==> config.mk <==
export PLATFORM = sky130hd
export DESIGN_NAME = fep_cmd_guard
export DESIGN_NICKNAME = d
export VERILOG_FILES = /design/src/logic/fep_pkg.sv /design/src/logic/fep_cmd_guard.sv
export VERILOG_INCLUDE_DIRS = /design/src /design/src/logic
export SDC_FILE = /design/constraint.sdc
export NUM_CORES = 1
export LEC_CHECK = 0
export BUFFER_PORTS_ARGS = -buffer_cell sky130_fd_sc_hd__clkbuf_2
export CORE_MARGIN = 1.5
export CORE_UTILIZATION = 40
export CTS_CLUSTER_DIAMETER = 50
export CTS_CLUSTER_SIZE = 40
export DETAILED_ROUTE_END_ITERATION = 16
export GPL_ROUTABILITY_DRIVEN = 0
export PLACE_DENSITY = 0.68
export SLEW_MARGIN = 0
export SYNTH_ARGS = -nofsm -noshare
export SYNTH_HDL_FRONTEND = slang
export SYNTH_SLANG_ARGS = --single-unit
==> constraint.sdc <==
create_clock -name pclk -period 3.36 [get_ports pclk]
set_clock_uncertainty 0.05 [all_clocks]
set_input_delay 0.672 -clock pclk [delete_from_list [all_inputs] [get_ports pclk]]
set_output_delay 0.672 -clock pclk [all_outputs]
set_load 0.01 [all_outputs]
==> src/logic/fep_map.svh <==
`ifndef FEP_MAP_SVH
`define FEP_MAP_SVH

// APB register byte offsets
`define FEP_OFF_STATUS     12'h000
`define FEP_OFF_INTEN      12'h004
`define FEP_OFF_MODE       12'h008
`define FEP_OFF_BC_START   12'h00C
`define FEP_OFF_BC_END     12'h010
`define FEP_OFF_CTRL       12'h014
`define FEP_OFF_CMD_WIN    12'h100

// Status register bit positions
`define FEP_B_ILGL         0
`define FEP_B_ERS          1
`define FEP_B_PRG          2
`define FEP_B_HVE          3
`define FEP_B_CFG          4
`define FEP_B_TBL          5
`define FEP_B_RAM          6
`define FEP_B_OTP          7
`define FEP_B_CODE_AREA_ACCESS_ERR         8
`define FEP_B_DATA_AREA_ACCESS_ERR         9
`define FEP_B_LOCK         10
`define FEP_B_RDY          11
`define FEP_B_SUSP         12
`define FEP_ERR_BITS       10

// Control register bits
`define FEP_C_HVE_A        0
`define FEP_C_HVE_B        1
`define FEP_C_BLANK_CHECK_DIRECTION        2

// Mode entry values
`define FEP_MODE_READ      16'h0000
`define FEP_MODE_DATA_PE   16'h0001
`define FEP_MODE_CODE_PE   16'h0080

// Command codes
`define FEP_CMD_PROGRAM    8'hE8
`define FEP_CMD_DMA_PROG   8'hEA
`define FEP_CMD_CFG_PROG   8'h40
`define FEP_CMD_OTP_SET    8'h45
`define FEP_CMD_ERASE      8'h20
`define FEP_CMD_LOCK_PROG  8'h77
`define FEP_CMD_BLANK      8'h71
`define FEP_CMD_SUSPEND    8'hB0
`define FEP_CMD_RESUME     8'hD0
`define FEP_CMD_CLEAR      8'h50
`define FEP_CMD_STOP       8'hB3
`define FEP_CMD_FINAL      8'hD0

// Expected counts in the second access
`define FEP_N_PROGRAM      8'h80
`define FEP_N_CFG          8'h08
`define FEP_N_OTP          8'h08
`define FEP_N_DMA_MAX      8'h80

`define FEP_ZERO16         16'h0000

`endif

==> src/logic/fep_pkg.sv <==
package fep_pkg;
    typedef enum logic [1:0] {
        FEP_IDLE  = 2'b00,
        FEP_COUNT = 2'b01,
        FEP_FINAL = 2'b11,
        FEP_BUSY  = 2'b10
    } fep_state_e;
endpackage

==> src/logic/fep_cmd_guard.sv <==
// Added by the designer: the address map and register access over APB.
`timescale 1ns/1ps
`include "fep_map.svh"
// Behaviour
// Illegal command, access or fault locks; locked blocks program and erase.
// Lock leaves only on clear or stop with both area flags zero.
// Clear needs ready flag one; stop accepted regardless of ready.
// Lock entry with lock interrupt enabled raises access error interrupt.
// Non-suspend operation completes under lock; suspend then ignored.
// Command while locked sets illegal flag; other flags keep values.
// Mode entry not 0000/0001/0080, or resume mode mismatch, is illegal.
// Undefined code in first write is illegal.
// Final write other than D0 is illegal, except DMA programming.
// Wrong count in second access is illegal; odd DMA count is wrong.
// Blank check with inconsistent direction, start, end is illegal.
// Command in non-accepting mode or unmet conditions sets illegal flag.
// Erase failure or erase of locked block sets erase flag only.
// Program failure or program of locked block sets program flag only.
// Work RAM two-bit ECC error sets only its detect flag.
// Reserved user area in code mode sets illegal and code-area flags.
// Reserved data area or config/OTP reserved target sets data-area flags.
// OTP-set block target, or code mode before authentication, is illegal.
// Window access in read mode, or window read in any mode, is illegal.
// OTP, config and table two-bit ECC errors set their own flags.
// High-voltage enable drop during a command sets high-voltage error flag.
// Read mode is 0000, rejects all commands and locks on attempts.
// Lock release by clear or stop also clears the recorded error flags.
module fep_cmd_guard
    import fep_pkg::*;
#(
    parameter int ADDR_W = 12
) (
    input  wire logic              pclk,
    input  wire logic              presetn,
    input  wire logic              psel,
    input  wire logic              penable,
    input  wire logic              pwrite,
    input  wire logic [ADDR_W-1:0] paddr,
    input  wire logic [31:0]       pwdata,
    output logic      [31:0]       prdata,
    output logic                   pready,
    output logic                   pslverr,
    // Sequencer-side events, from logic on pclk
    input  wire logic              op_done,
    input  wire logic              erase_fail,
    input  wire logic              program_fail,
    input  wire logic              work_ram_ecc_err,
    input  wire logic              otp_ecc_err,
    input  wire logic              config_ecc_err,
    input  wire logic              table_ecc_err,
    input  wire logic              target_lock_protected,
    input  wire logic              target_otp_set,
    input  wire logic              target_reserved,
    input  wire logic              security_released,
    output logic                   pe_start,
    output logic                   pe_suspend,
    output logic                   access_error_irq
);
    if (ADDR_W < 9) begin : g_addr_check
        $error("ADDR_W too small for the window");
    end

    // ==========================================================
    // Registers and state
    fep_state_e                   state;
    fep_state_e                   next_state;
    logic [`FEP_ERR_BITS-1:0]     err;
    logic                         lock_status_flag;
    logic                         lock_int_enable;
    logic [15:0]                  mode_entry_reg;
    logic [15:0]                  suspend_mode;
    logic                         suspended;
    logic [31:0]                  cmd_start_addr;
    logic [31:0]                  cmd_end_addr;
    logic [2:0]                   ctrl;
    logic [7:0]                   cur_cmd;
    logic                         op_by_suspend;

    // ==========================================================
    // APB decode
    // Act only at the completing edge: one effect per transfer
    wire  wr_phase = psel & penable & pready & pwrite;
    wire  rd_phase = psel & penable & pready & ~pwrite;
    wire  hit_stat = paddr == ADDR_W'(`FEP_OFF_STATUS);
    wire  hit_ien  = paddr == ADDR_W'(`FEP_OFF_INTEN);
    wire  hit_mode = paddr == ADDR_W'(`FEP_OFF_MODE);
    wire  hit_bcs  = paddr == ADDR_W'(`FEP_OFF_BC_START);
    wire  hit_bce  = paddr == ADDR_W'(`FEP_OFF_BC_END);
    wire  hit_ctrl = paddr == ADDR_W'(`FEP_OFF_CTRL);
    wire  hit_win  = paddr == ADDR_W'(`FEP_OFF_CMD_WIN);
    wire  mapped   = hit_stat | hit_ien | hit_mode | hit_bcs | hit_bce
                   | hit_ctrl | hit_win;
    wire  win_wr   = wr_phase & hit_win;
    wire  win_rd   = rd_phase & hit_win;
    wire  [7:0] code = pwdata[7:0];

    wire  sequencer_ready_flag = (state != FEP_BUSY);
    wire  high_voltage_enable_a = ctrl[`FEP_C_HVE_A];
    wire  high_voltage_enable_b = ctrl[`FEP_C_HVE_B];
    wire  blank_check_direction = ctrl[`FEP_C_BLANK_CHECK_DIRECTION];
    wire  code_area_access_err = err[`FEP_B_CODE_AREA_ACCESS_ERR];
    wire  data_area_access_err = err[`FEP_B_DATA_AREA_ACCESS_ERR];

    // ==========================================================
    // Mode checks
    wire  mode_read  = mode_entry_reg == `FEP_MODE_READ;
    wire  mode_code  = mode_entry_reg == `FEP_MODE_CODE_PE;
    wire  mode_valid = mode_read | mode_code
                     | (mode_entry_reg == `FEP_MODE_DATA_PE);

    // ==========================================================
    // First-write classification
    wire  is_clear   = code == `FEP_CMD_CLEAR;
    wire  is_stop    = code == `FEP_CMD_STOP;
    wire  is_susp    = code == `FEP_CMD_SUSPEND;
    wire  is_resume  = code == `FEP_CMD_RESUME;
    wire  is_multi   = code == `FEP_CMD_PROGRAM
                     | code == `FEP_CMD_DMA_PROG
                     | code == `FEP_CMD_CFG_PROG
                     | code == `FEP_CMD_OTP_SET;
    wire  is_short   = code == `FEP_CMD_ERASE
                     | code == `FEP_CMD_LOCK_PROG
                     | code == `FEP_CMD_BLANK;
    wire  defined    = is_clear | is_stop | is_susp | is_resume
                     | is_multi | is_short;
    wire  is_erase   = code == `FEP_CMD_ERASE;
    wire  is_pgm_lb  = code == `FEP_CMD_PROGRAM
                     | code == `FEP_CMD_LOCK_PROG;
    wire  is_cfg_otp = code == `FEP_CMD_CFG_PROG
                     | code == `FEP_CMD_OTP_SET;
    // Descending check scans from high to low address
    wire  bc_bad     = blank_check_direction
                     ? (cmd_start_addr < cmd_end_addr)
                     : (cmd_start_addr > cmd_end_addr);
    wire  resume_bad = is_resume & (~suspended
                     | (suspend_mode != mode_entry_reg));

    // Count check in the second access
    wire  cnt_bad =
        (cur_cmd == `FEP_CMD_DMA_PROG)
            ? (code[0] | code == 8'h00 | code > `FEP_N_DMA_MAX)
        : (cur_cmd == `FEP_CMD_PROGRAM)  ? (code != `FEP_N_PROGRAM)
        : (cur_cmd == `FEP_CMD_CFG_PROG) ? (code != `FEP_N_CFG)
        : (code != `FEP_N_OTP);

    // ==========================================================
    // Error detection per window access, in IDLE, COUNT, FINAL and BUSY, plus high-voltage drop in BUSY
    wire  first  = win_wr & state == FEP_IDLE & ~lock_status_flag;
    wire  relock = win_wr & lock_status_flag
                 & ~(is_clear | is_stop);
    wire  rel_ok = win_wr & lock_status_flag & ~code_area_access_err
                 & ~data_area_access_err
                 & (is_stop | (is_clear & sequencer_ready_flag));
    wire  blk_lb = first & target_lock_protected & mode_code;
    wire  e_mode = first & (~mode_valid | resume_bad);
    wire  e_read = win_wr & ~lock_status_flag & mode_read;
    wire  e_ilgl = first & ~mode_read & (~defined
                 | (code == `FEP_CMD_BLANK & bc_bad)
                 | (mode_code & ~security_released)
                 | ((is_erase | is_pgm_lb) & target_otp_set));
    wire  e_code_area_access_err = first & mode_code & target_reserved
                 & ~is_cfg_otp;
    wire  e_data_area_access_err = first & target_reserved
                 & (is_cfg_otp | ~mode_code);
    wire  e_ers  = blk_lb & is_erase;
    wire  e_prg  = blk_lb & is_pgm_lb;
    wire  e_cnt  = win_wr & state == FEP_COUNT & cnt_bad;
    wire  e_fin  = win_wr & state == FEP_FINAL
                 & code != `FEP_CMD_FINAL;
    // Busy means a command is in flight; a new write other than suspend or stop is illegal
    wire  e_busy = win_wr & state == FEP_BUSY & ~is_susp & ~is_stop
                 & ~lock_status_flag;
    wire  e_rdw  = win_rd;
    wire  hv_drop = state == FEP_BUSY
                  & ~(high_voltage_enable_a & high_voltage_enable_b);

    wire  any_ilgl = e_mode | e_read | e_ilgl | e_code_area_access_err | e_data_area_access_err | e_cnt
                   | e_fin | e_busy | e_rdw | relock;
    wire  any_err  = any_ilgl | e_ers | e_prg | hv_drop
                   | work_ram_ecc_err | otp_ecc_err | config_ecc_err
                   | table_ecc_err | erase_fail | program_fail;
    wire  first_ok = first & ~any_err;
    wire  start    = (state == FEP_FINAL) & win_wr & ~any_err
                   | first_ok & is_short & ~mode_read;

    // Error flag set vector
    logic [`FEP_ERR_BITS-1:0] err_set;
    assign err_set[`FEP_B_ILGL] = any_ilgl;
    assign err_set[`FEP_B_ERS]  = e_ers | erase_fail;
    assign err_set[`FEP_B_PRG]  = e_prg | program_fail;
    assign err_set[`FEP_B_HVE]  = hv_drop;
    assign err_set[`FEP_B_CFG]  = config_ecc_err;
    assign err_set[`FEP_B_TBL]  = table_ecc_err;
    assign err_set[`FEP_B_RAM]  = work_ram_ecc_err;
    assign err_set[`FEP_B_OTP]  = otp_ecc_err;
    assign err_set[`FEP_B_CODE_AREA_ACCESS_ERR] = e_code_area_access_err;
    assign err_set[`FEP_B_DATA_AREA_ACCESS_ERR] = e_data_area_access_err;

    // ==========================================================
    // Command sequence
    always_comb begin
        next_state = state;
        case (state)
            FEP_IDLE: begin
                if (first_ok & is_multi & ~mode_read)
                    next_state = FEP_COUNT;
                else if (start)
                    next_state = FEP_BUSY;
            end
            FEP_COUNT: begin
                if (lock_status_flag | any_err)
                    next_state = FEP_IDLE;
                else if (win_wr)
                    next_state = (cur_cmd == `FEP_CMD_DMA_PROG)
                               ? FEP_BUSY : FEP_FINAL;
            end
            FEP_FINAL: begin
                if (lock_status_flag | any_err)
                    next_state = FEP_IDLE;
                else if (win_wr)
                    next_state = FEP_BUSY;
            end
            FEP_BUSY: begin
                // Locked operation still runs to its end
                if (op_done | (win_wr & is_stop))
                    next_state = FEP_IDLE;
            end
            default: next_state = FEP_IDLE;
        endcase
    end

    wire  lock_set = any_err;
    // Set wins over release in the same cycle
    wire  next_lock = lock_set | (lock_status_flag & ~rel_ok);
    // Suspend honoured only for unlocked non-suspend operations
    wire  susp_ok = win_wr & is_susp & state == FEP_BUSY
                  & ~lock_status_flag & ~op_by_suspend;

    always_ff @(posedge pclk or negedge presetn) begin
        if (!presetn) begin
            state            <= FEP_IDLE;
            cur_cmd          <= 8'h00;
            op_by_suspend    <= 1'b0;
            lock_status_flag <= 1'b0;
        end else begin
            state            <= next_state;
            lock_status_flag <= next_lock;
            if (first_ok)
                cur_cmd <= code;
            if (start)
                op_by_suspend <= (cur_cmd == `FEP_CMD_RESUME);
        end
    end

    // Error flags: release clears, any set in the same cycle wins
    always_ff @(posedge pclk or negedge presetn) begin
        if (!presetn)
            err <= '0;
        else if (rel_ok)
            err <= err_set;
        else
            err <= err | err_set;
    end

    // Suspend bookkeeping
    always_ff @(posedge pclk or negedge presetn) begin
        if (!presetn) begin
            suspended    <= 1'b0;
            suspend_mode <= `FEP_ZERO16;
        end else if (susp_ok) begin
            suspended    <= 1'b1;
            suspend_mode <= mode_entry_reg;
        end else if (first_ok & is_resume) begin
            suspended    <= 1'b0;
        end
    end

    // ==========================================================
    // Software registers
    always_ff @(posedge pclk or negedge presetn) begin
        if (!presetn) begin
            lock_int_enable <= 1'b0;
            mode_entry_reg  <= `FEP_MODE_READ;
            cmd_start_addr  <= 32'h0000_0000;
            cmd_end_addr    <= 32'h0000_0000;
            ctrl            <= 3'h0;
        end else if (wr_phase) begin
            if (hit_ien)
                lock_int_enable <= pwdata[0];
            if (hit_mode)
                mode_entry_reg <= pwdata[15:0];
            if (hit_bcs)
                cmd_start_addr <= pwdata;
            if (hit_bce)
                cmd_end_addr <= pwdata;
            if (hit_ctrl)
                ctrl <= pwdata[2:0];
        end
    end

    // ==========================================================
    // Read mux and outputs
    logic [31:0] rd_status;
    always_comb begin
        rd_status = 32'h0000_0000;
        rd_status[`FEP_ERR_BITS-1:0] = err;
        rd_status[`FEP_B_LOCK] = lock_status_flag;
        rd_status[`FEP_B_RDY]  = sequencer_ready_flag;
        rd_status[`FEP_B_SUSP] = suspended;
    end

    wire  [31:0] next_prdata =
          hit_stat ? rd_status
        : hit_ien  ? {31'h0, lock_int_enable}
        : hit_mode ? {16'h0000, mode_entry_reg}
        : hit_bcs  ? cmd_start_addr
        : hit_bce  ? cmd_end_addr
        : hit_ctrl ? {29'h0, ctrl}
        : 32'h0000_0000;

    always_ff @(posedge pclk or negedge presetn) begin
        if (!presetn) begin
            prdata           <= 32'h0000_0000;
            pready           <= 1'b0;
            pslverr          <= 1'b0;
            pe_start         <= 1'b0;
            pe_suspend       <= 1'b0;
            access_error_irq <= 1'b0;
        end else begin
            // One wait state: answer one cycle into access phase
            pready  <= psel & penable & ~pready;
            pslverr <= psel & penable & ~pready & ~mapped;
            prdata  <= next_prdata;
            // Locked: no new program or erase starts
            pe_start   <= start & ~lock_status_flag;
            pe_suspend <= susp_ok;
            access_error_irq <= lock_int_enable & next_lock;
        end
    end
endmodule

# Word level (Yosys, flattened, before mapping)
# Cells that the tools add are included.
[word_totals]
input_bits = 60
word_cells = 221
mem_bits_rw = 0
regBits = 160
latchBits = 0
output_inout_bits = 37
rom_bits = 0
memories = 0
[classes]
shift = 0
order_cmp = 3
n_mux = 21
mul = 0
n_addsub = 0
reduce_logical = 11
bitwise_logic = 134
eq_ne = 34
div = 0
[op_table]
columns = ["cell", "n"]
rows = [
  ["$mux 32", 5],
  ["$eq 8x8->1 const B", 8],
  ["$and 1x1->1", 59],
  ["$or 1x1->1", 54],
  ["$eq 8x7->1 const B", 5],
  ["$gt 32x32->1", 1],
  ["$lt 32x32->1", 1],
  ["$eq 12x4->1 const B", 2],
  ["$eq 12x5->1 const B", 2],
  ["$not 1->1", 20],
  ["$eq 16x1->1 const B", 1],
  ["$eq 16x8->1 const B", 1],
  ["$logic_not 16->1", 1],
  ["$ne 16x16->1", 1],
  ["$ne 8x8->1 const B", 2],
  ["$mux 2", 7],
  ["$eq 12x3->1 const B", 1],
  ["$eq 12x9->1 const B", 1],
  ["$logic_not 12->1", 1],
  ["$mux 10", 1],
  ["$or 10x10->10", 1],
  ["$reduce_and 2->1", 5],
  ["$ne 3x2->1 const B", 3],
  ["$eq 8x6->1 const B", 1],
  ["13 further kinds", 19],
]

# Longest topological paths before layout
[depth]
depth_word = 36
mapped_depth = 10
mapped_depth_nobuf = 10

# Least setup slack after synthesis
# Ideal clock, no wire load.
[synth_path]
path_type = "input -> register"
startpoint = "input port pwdata[0]"
endpoint = "register cur_cmd[4]"
required_time_ns = 3.185
arrival_ns = 2.851
setup_slack_ns = 0.334
stages = 9
cell_sequence = "buf_6 > or4_4 > nor4_4 > a21oi_2 > o211ai_2 > o221ai_2 > a221oi_4 > nand4_4 > mux2_4"
[synth_via]
elab_chain_cells = 30
[synth_lines]
columns = ["item", "line_no", "text"]
rows = [
  ["from (decl)", "fep_cmd_guard.sv:39", "input wire logic [31:0] pwdata,"],
  ["$eq 8x7->1 (no line) / $eq 8x8->1 (equally long branches)", "n/a", ""],
  ["$or 1x1->1, on equally long branches (3 in series)", "n/a", ""],
  ["$or 1x1->1 (2 in series)", "fep_cmd_guard.sv:125", "| is_multi | is_short;"],
  ["$not 1->1", "fep_cmd_guard.sv:157", "wire e_ilgl = first & ~mode_read & (~defined"],
  ["$or 1x1->1 (3 in series)", "fep_cmd_guard.sv:157", ""],
  ["$and 1x1->1", "fep_cmd_guard.sv:157", ""],
  ["$or 1x1->1 (4 in series)", "fep_cmd_guard.sv:177", "wire any_ilgl = e_mode | e_read | e_ilgl | e_code_area_access_err | e_data_area_access_err | e_cnt"],
  ["$or 1x1->1 (4 in series)", "fep_cmd_guard.sv:178", "| e_fin | e_busy | e_rdw | relock;"],
  ["$or 1x1->1", "fep_cmd_guard.sv:179", "wire any_err = any_ilgl | e_ers | e_prg | hv_drop"],
  ["$or 1x1->1 (*) (2 in series)", "fep_cmd_guard.sv:179", ""],
  ["$or 1x1->1 (*) (3 in series)", "fep_cmd_guard.sv:180", "| work_ram_ecc_err | otp_ecc_err | config_ecc_err"],
  ["$or 1x1->1 (*) (3 in series)", "fep_cmd_guard.sv:181", "| table_ecc_err | erase_fail | program_fail;"],
  ["$not 1->1 (*)", "fep_cmd_guard.sv:182", "wire first_ok = first & ~any_err;"],
  ["$and 1x1->1 (*)", "fep_cmd_guard.sv:182", ""],
  ["to (signal assigned)", "fep_cmd_guard.sv:249", "cur_cmd <= code;"],
  ["to (decl)", "fep_cmd_guard.sv:76", "logic [7:0] cur_cmd;"],
]
# Every way passes the cells marked *; elsewhere a longest branch is shown, timed or not.
# A chain may end at the register's enable or synchronous reset.

# Worst setup path after layout
[layout_path]
startpoint = "register cmd_start_addr[26]"
endpoint = "register cur_cmd[0]"
[layout_via]
elab_chain_cells = 26
[layout_lines]
columns = ["item", "line_no", "text"]
rows = [
  ["from (decl)", "fep_cmd_guard.sv:73", "logic [31:0] cmd_start_addr;"],
  ["from (signal assigned)", "fep_cmd_guard.sv:293", "cmd_start_addr <= pwdata;"],
  ["$gt 32x32->1 / $lt 32x32->1 (equally long branches)", "fep_cmd_guard.sv:134, fep_cmd_guard.sv:133", ""],
  ["$mux 1 (*)", "fep_cmd_guard.sv:133", "? (cmd_start_addr < cmd_end_addr)"],
  ["$and 1x1->1 (*)", "fep_cmd_guard.sv:158", "| (code == `FEP_CMD_BLANK & bc_bad)"],
  ["$or 1x1->1 (*) (3 in series)", "fep_cmd_guard.sv:157", ""],
  ["$and 1x1->1 (*)", "fep_cmd_guard.sv:157", ""],
  ["$or 1x1->1 (*) (4 in series)", "fep_cmd_guard.sv:177", ""],
  ["$or 1x1->1 (*) (4 in series)", "fep_cmd_guard.sv:178", ""],
  ["$or 1x1->1 (*) (3 in series)", "fep_cmd_guard.sv:179", ""],
  ["$or 1x1->1 (*) (3 in series)", "fep_cmd_guard.sv:180", ""],
  ["$or 1x1->1 (*) (3 in series)", "fep_cmd_guard.sv:181", ""],
  ["$not 1->1 (*)", "fep_cmd_guard.sv:182", ""],
  ["$and 1x1->1 (*)", "fep_cmd_guard.sv:182", ""],
]
# Marks and branches as above.

==> run_results.csv <==
group,metric,value,unit
layout,drive_gt1_share,27.5,%
setup_path,r2r_start,"cmd_start_addr[26]",
layout,fillCellCount,1788,
layout,reg_top3,"cmd_end_addr (32), cmd_start_addr (32), prdata (32)",
drt,firstDrtPassIters,5,
setup_path,rr_endpoint,"cur_cmd[0]",
status,status,"completed",
yosys,synth_cell_type_count,65,
power_and_ir_drop,p_total,4060,uW
run,maxCapViolations,0,
grt,track_usage,19.9,%
setup_path,worstPathArrival,3.38,ns
placed_design,dp.cells,1077,
grt,use_met2,33.2,%
sta,finalHoldViolations,0,
drt,wl,19.6,mm
setup_path,critPathLaunch,"cmd_start_addr[26]",
clock_tree,clock_latency,0.43,ns
layout,seq_area,4000,sq um
die,die_y,144,um
layout,final_common_cell,"dfrtp_1",
clock_tree,clkTransAtPathRegs,0.07,ns
power_and_ir_drop,vdd_ir_drop_max,0.000352,V
grt,met1_usage,26.3,%
clock_tree,clock-sinks,160,
grt,grt_pass1_vias,5889,
sta,relSlewSlack,63.8,%
grt,antenna_found_initial,0,
die,die-area,20800,sq um
yosys,syn-num-nets,810,
placed_design,io_buffers,96,
power_and_ir_drop,power_density,426,nW/um^2
layout,nets,923,
layout,multi_input_area,3700,sq um
yosys,ys.flop_type,"dfrtp_1",
sta,period_share,92.7,%
placed_design,dp_hpwl,14.1,mm
yosys,netlist_instances,718,
yosys,netlist_area,7990,sq um
setup_path,r2r_setup_slack,0.25,ns
clock_tree,cts_root_buf,"clkbuf_16",
drt,drt-initial-drc-count,481,
die,ioPinCount,97,
yosys,async_flop_share,100,%
sta,fmax,0.321,GHz
clock_tree,clock_path_buffers,2,
sta,finalSetupViolations,0,
yosys,ys_seq_elements,160,
grt,grt_overflow,0,
setup_path,crit_fanout,8,
drt,ant_nets,0,
layout,fin_cells,1109,
clock_tree,cts_resized,0,
die,core_area,19500,sq um
layout,mostFrequentLayoutCells,"dfrtp_1 (160), clkbuf_2 (95), nand2_1 (66), mux2_2 (50), o21ai_0 (43)",
setup_path,max_stage_delay,0.44,ns
yosys,syn_area_per_cell,11.1,sq um
sta,worst_pin_slew,0.536,ns
sta,rsz0062_at_grt,"false",
setup_path,r2r_cells,10,
layout,antennaDiodeCount,0,
die,row_count,51,
sta,maxSlewViolCount,0,
drt,drc_errors,0,
setup_path,path_common_cell,"nand4_1",
yosys,synth_edf_count,0,
clock_tree,cts-htree-levels,4,
clock_tree,cts_setup_buffers,0,
yosys,seq_area_frac_synth,50.1,%
die,initial_core_util,40.9,%
setup_path,critical_path.endpoint_type,"flop",
yosys,yosysWarnings,0,
power_and_ir_drop,leakagePower,0.00479,uW
drt,routedWlPerCell,17.7,um
die,fp.dieW,144,um
setup_path,crit_chain,"ha_1 > nand4_1 > nor4_1 > nand4_1 > o2111ai_1 > nor2_1 > mux2i_1 > buf_4 > nand4_4 > mux2_4",
layout,areaGrowthSynthToFinish,19.2,%
worst_hold_path,hold_path_class,"in -> async",
drt,num_vias,5936,
grt,top_usage_layer,"met2",
grt,grt_pass1_wl,31.6,mm
clock_tree,hold_buffers,0,
sta,period_needed,3.11,ns
clock_tree,cts_tree,"yes",
setup_path,crit_slowest_cell,"nor4_1",
grt,grt_max_degree,56,
sta,fin_setup_tns,0,ns
grt,grtUsageMet3,4.37,%
setup_path,cp_data_required_time,3.63,ns
setup_path,crit_end,"cur_cmd[0]",
drt,via_per_inst,5.35,
setup_path,critPathKind,"reg -> reg",
setup_path,cp-start-kind,"flop",
clock_tree,cts-buffers-inserted,17,
[synthesized netlist by cell type (all sizes together), types with 2 or more instances]
master	number	area share, %
dfrtp	160	50
mux2	78	11
nand2	66	3.1
o21ai	43	2.7
inv	39	1.8
nor2	37	1.7
ha	32	5.0
clkbuf	23	1.1
a21oi	20	1.3
a22o	16	1.8
mux2i	16	2.0
nand4	16	1.4
nor3	16	1.2
nor4	15	1.4
xnor2	15	1.6
a221o	13	1.6
buf	12	0.75
nand3	11	0.69
a21o	10	0.94
a221oi	7	0.99
and2	6	0.47
nand2b	6	0.47
nor2b	5	0.39
nor3b	5	0.47
xor2	5	0.55
a211o	3	0.33
and3	3	0.24
nor4b	3	0.41
o2111ai	3	0.33
o21a	3	0.28
or3	3	0.24
a211oi	2	0.19
a311oi	2	0.22
a31oi	2	0.16
nand4bb	2	0.28
nor4bb	2	0.25
[final cells by class]
type / count / share of cell area [%]
Clock buffer: 18 / 4.61
Clock inverter: 14 / 1.63
Tap cell: 265 / 3.48
Multi-Input combinational cell: 484 / 38.8
Timing Repair Buffer: 129 / 7.85
Inverter: 39 / 1.54
Sequential cell: 160 / 42.1
[worst min-delay path by stage]
stage | end | cells after the start | slack, ns | from
final | cmd_end_addr[29] | 1 | 0.13 | presetn
after global routing | cmd_end_addr[29] | 1 | 0.15 | presetn
after CTS | cmd_start_addr[29] | 1 | 0.14 | presetn
after global placement | err[4] | 1 | 0.42 | err[4]
after detailed placement | prdata[22] | 1 | 0.43 | cmd_end_addr[22]
after floorplan | access_error_irq | 0 | 0.33 | presetn
[report_power, final]
group	leakage (uW)	switching [uW]	internal [uW]	total (uW)
Combinational	0.00247	113	60.3	173
Sequential	0.00202	2.54	1930	1930
Clock	0.000288	827	1130	1950
[logic make-up after synthesis]
| group | share of synthesized area [%] |
|---|---|
| AOI/OAI and AO/OA | 12.2 |
| buffers and inverters | 3.67 |
| adders and majority gates | 5.01 |
| xor gates and xnor gates | 2.19 |
| and+or+nand+nor | 13.4 |
| muxes | 13.4 |
| DFF | 50.1 |
[worst max-delay path, delay by kind of cell (launching register included)]
| kind | cells | cell delay, ns |
|---|---|---|
| compound gates | 1 | 0.33 |
| fa+ha+maj | 1 | 0.33 |
| buf+inv | 1 | 0.17 |
| flops | 1 | 0.40 |
| mux | 2 | 0.53 |
| simple gates | 5 | 1.17 |
[per-stage QoR]
step / area (sq um) / setup slack (ns) / hold slack [ns] / utilization (%)
final: 9520 / 0.246 / 0.131 / 48.8
after detailed placement: 8930 / 0.176 / 0.431 / 45.7
after global routing: 9520 / 0.0603 / 0.154 / 48.8
after CTS: 9520 / 0.212 / 0.145 / 48.8
after global placement: 8930 / 0.239 / 0.423 / 45.7
after floorplan: 7990 / 0.334 / 0.326 / -
[per-layer routing]
layer	part of all wire, %	vias to the layer above	wire (um)
met5	0	-	0
li1	-	2821	-
met2	48	181	9470
met4	1.2	0	233
met3	5.5	20	1080
met1	45	2914	8830
No activity file was read; power rests on OpenSTA's default activity.
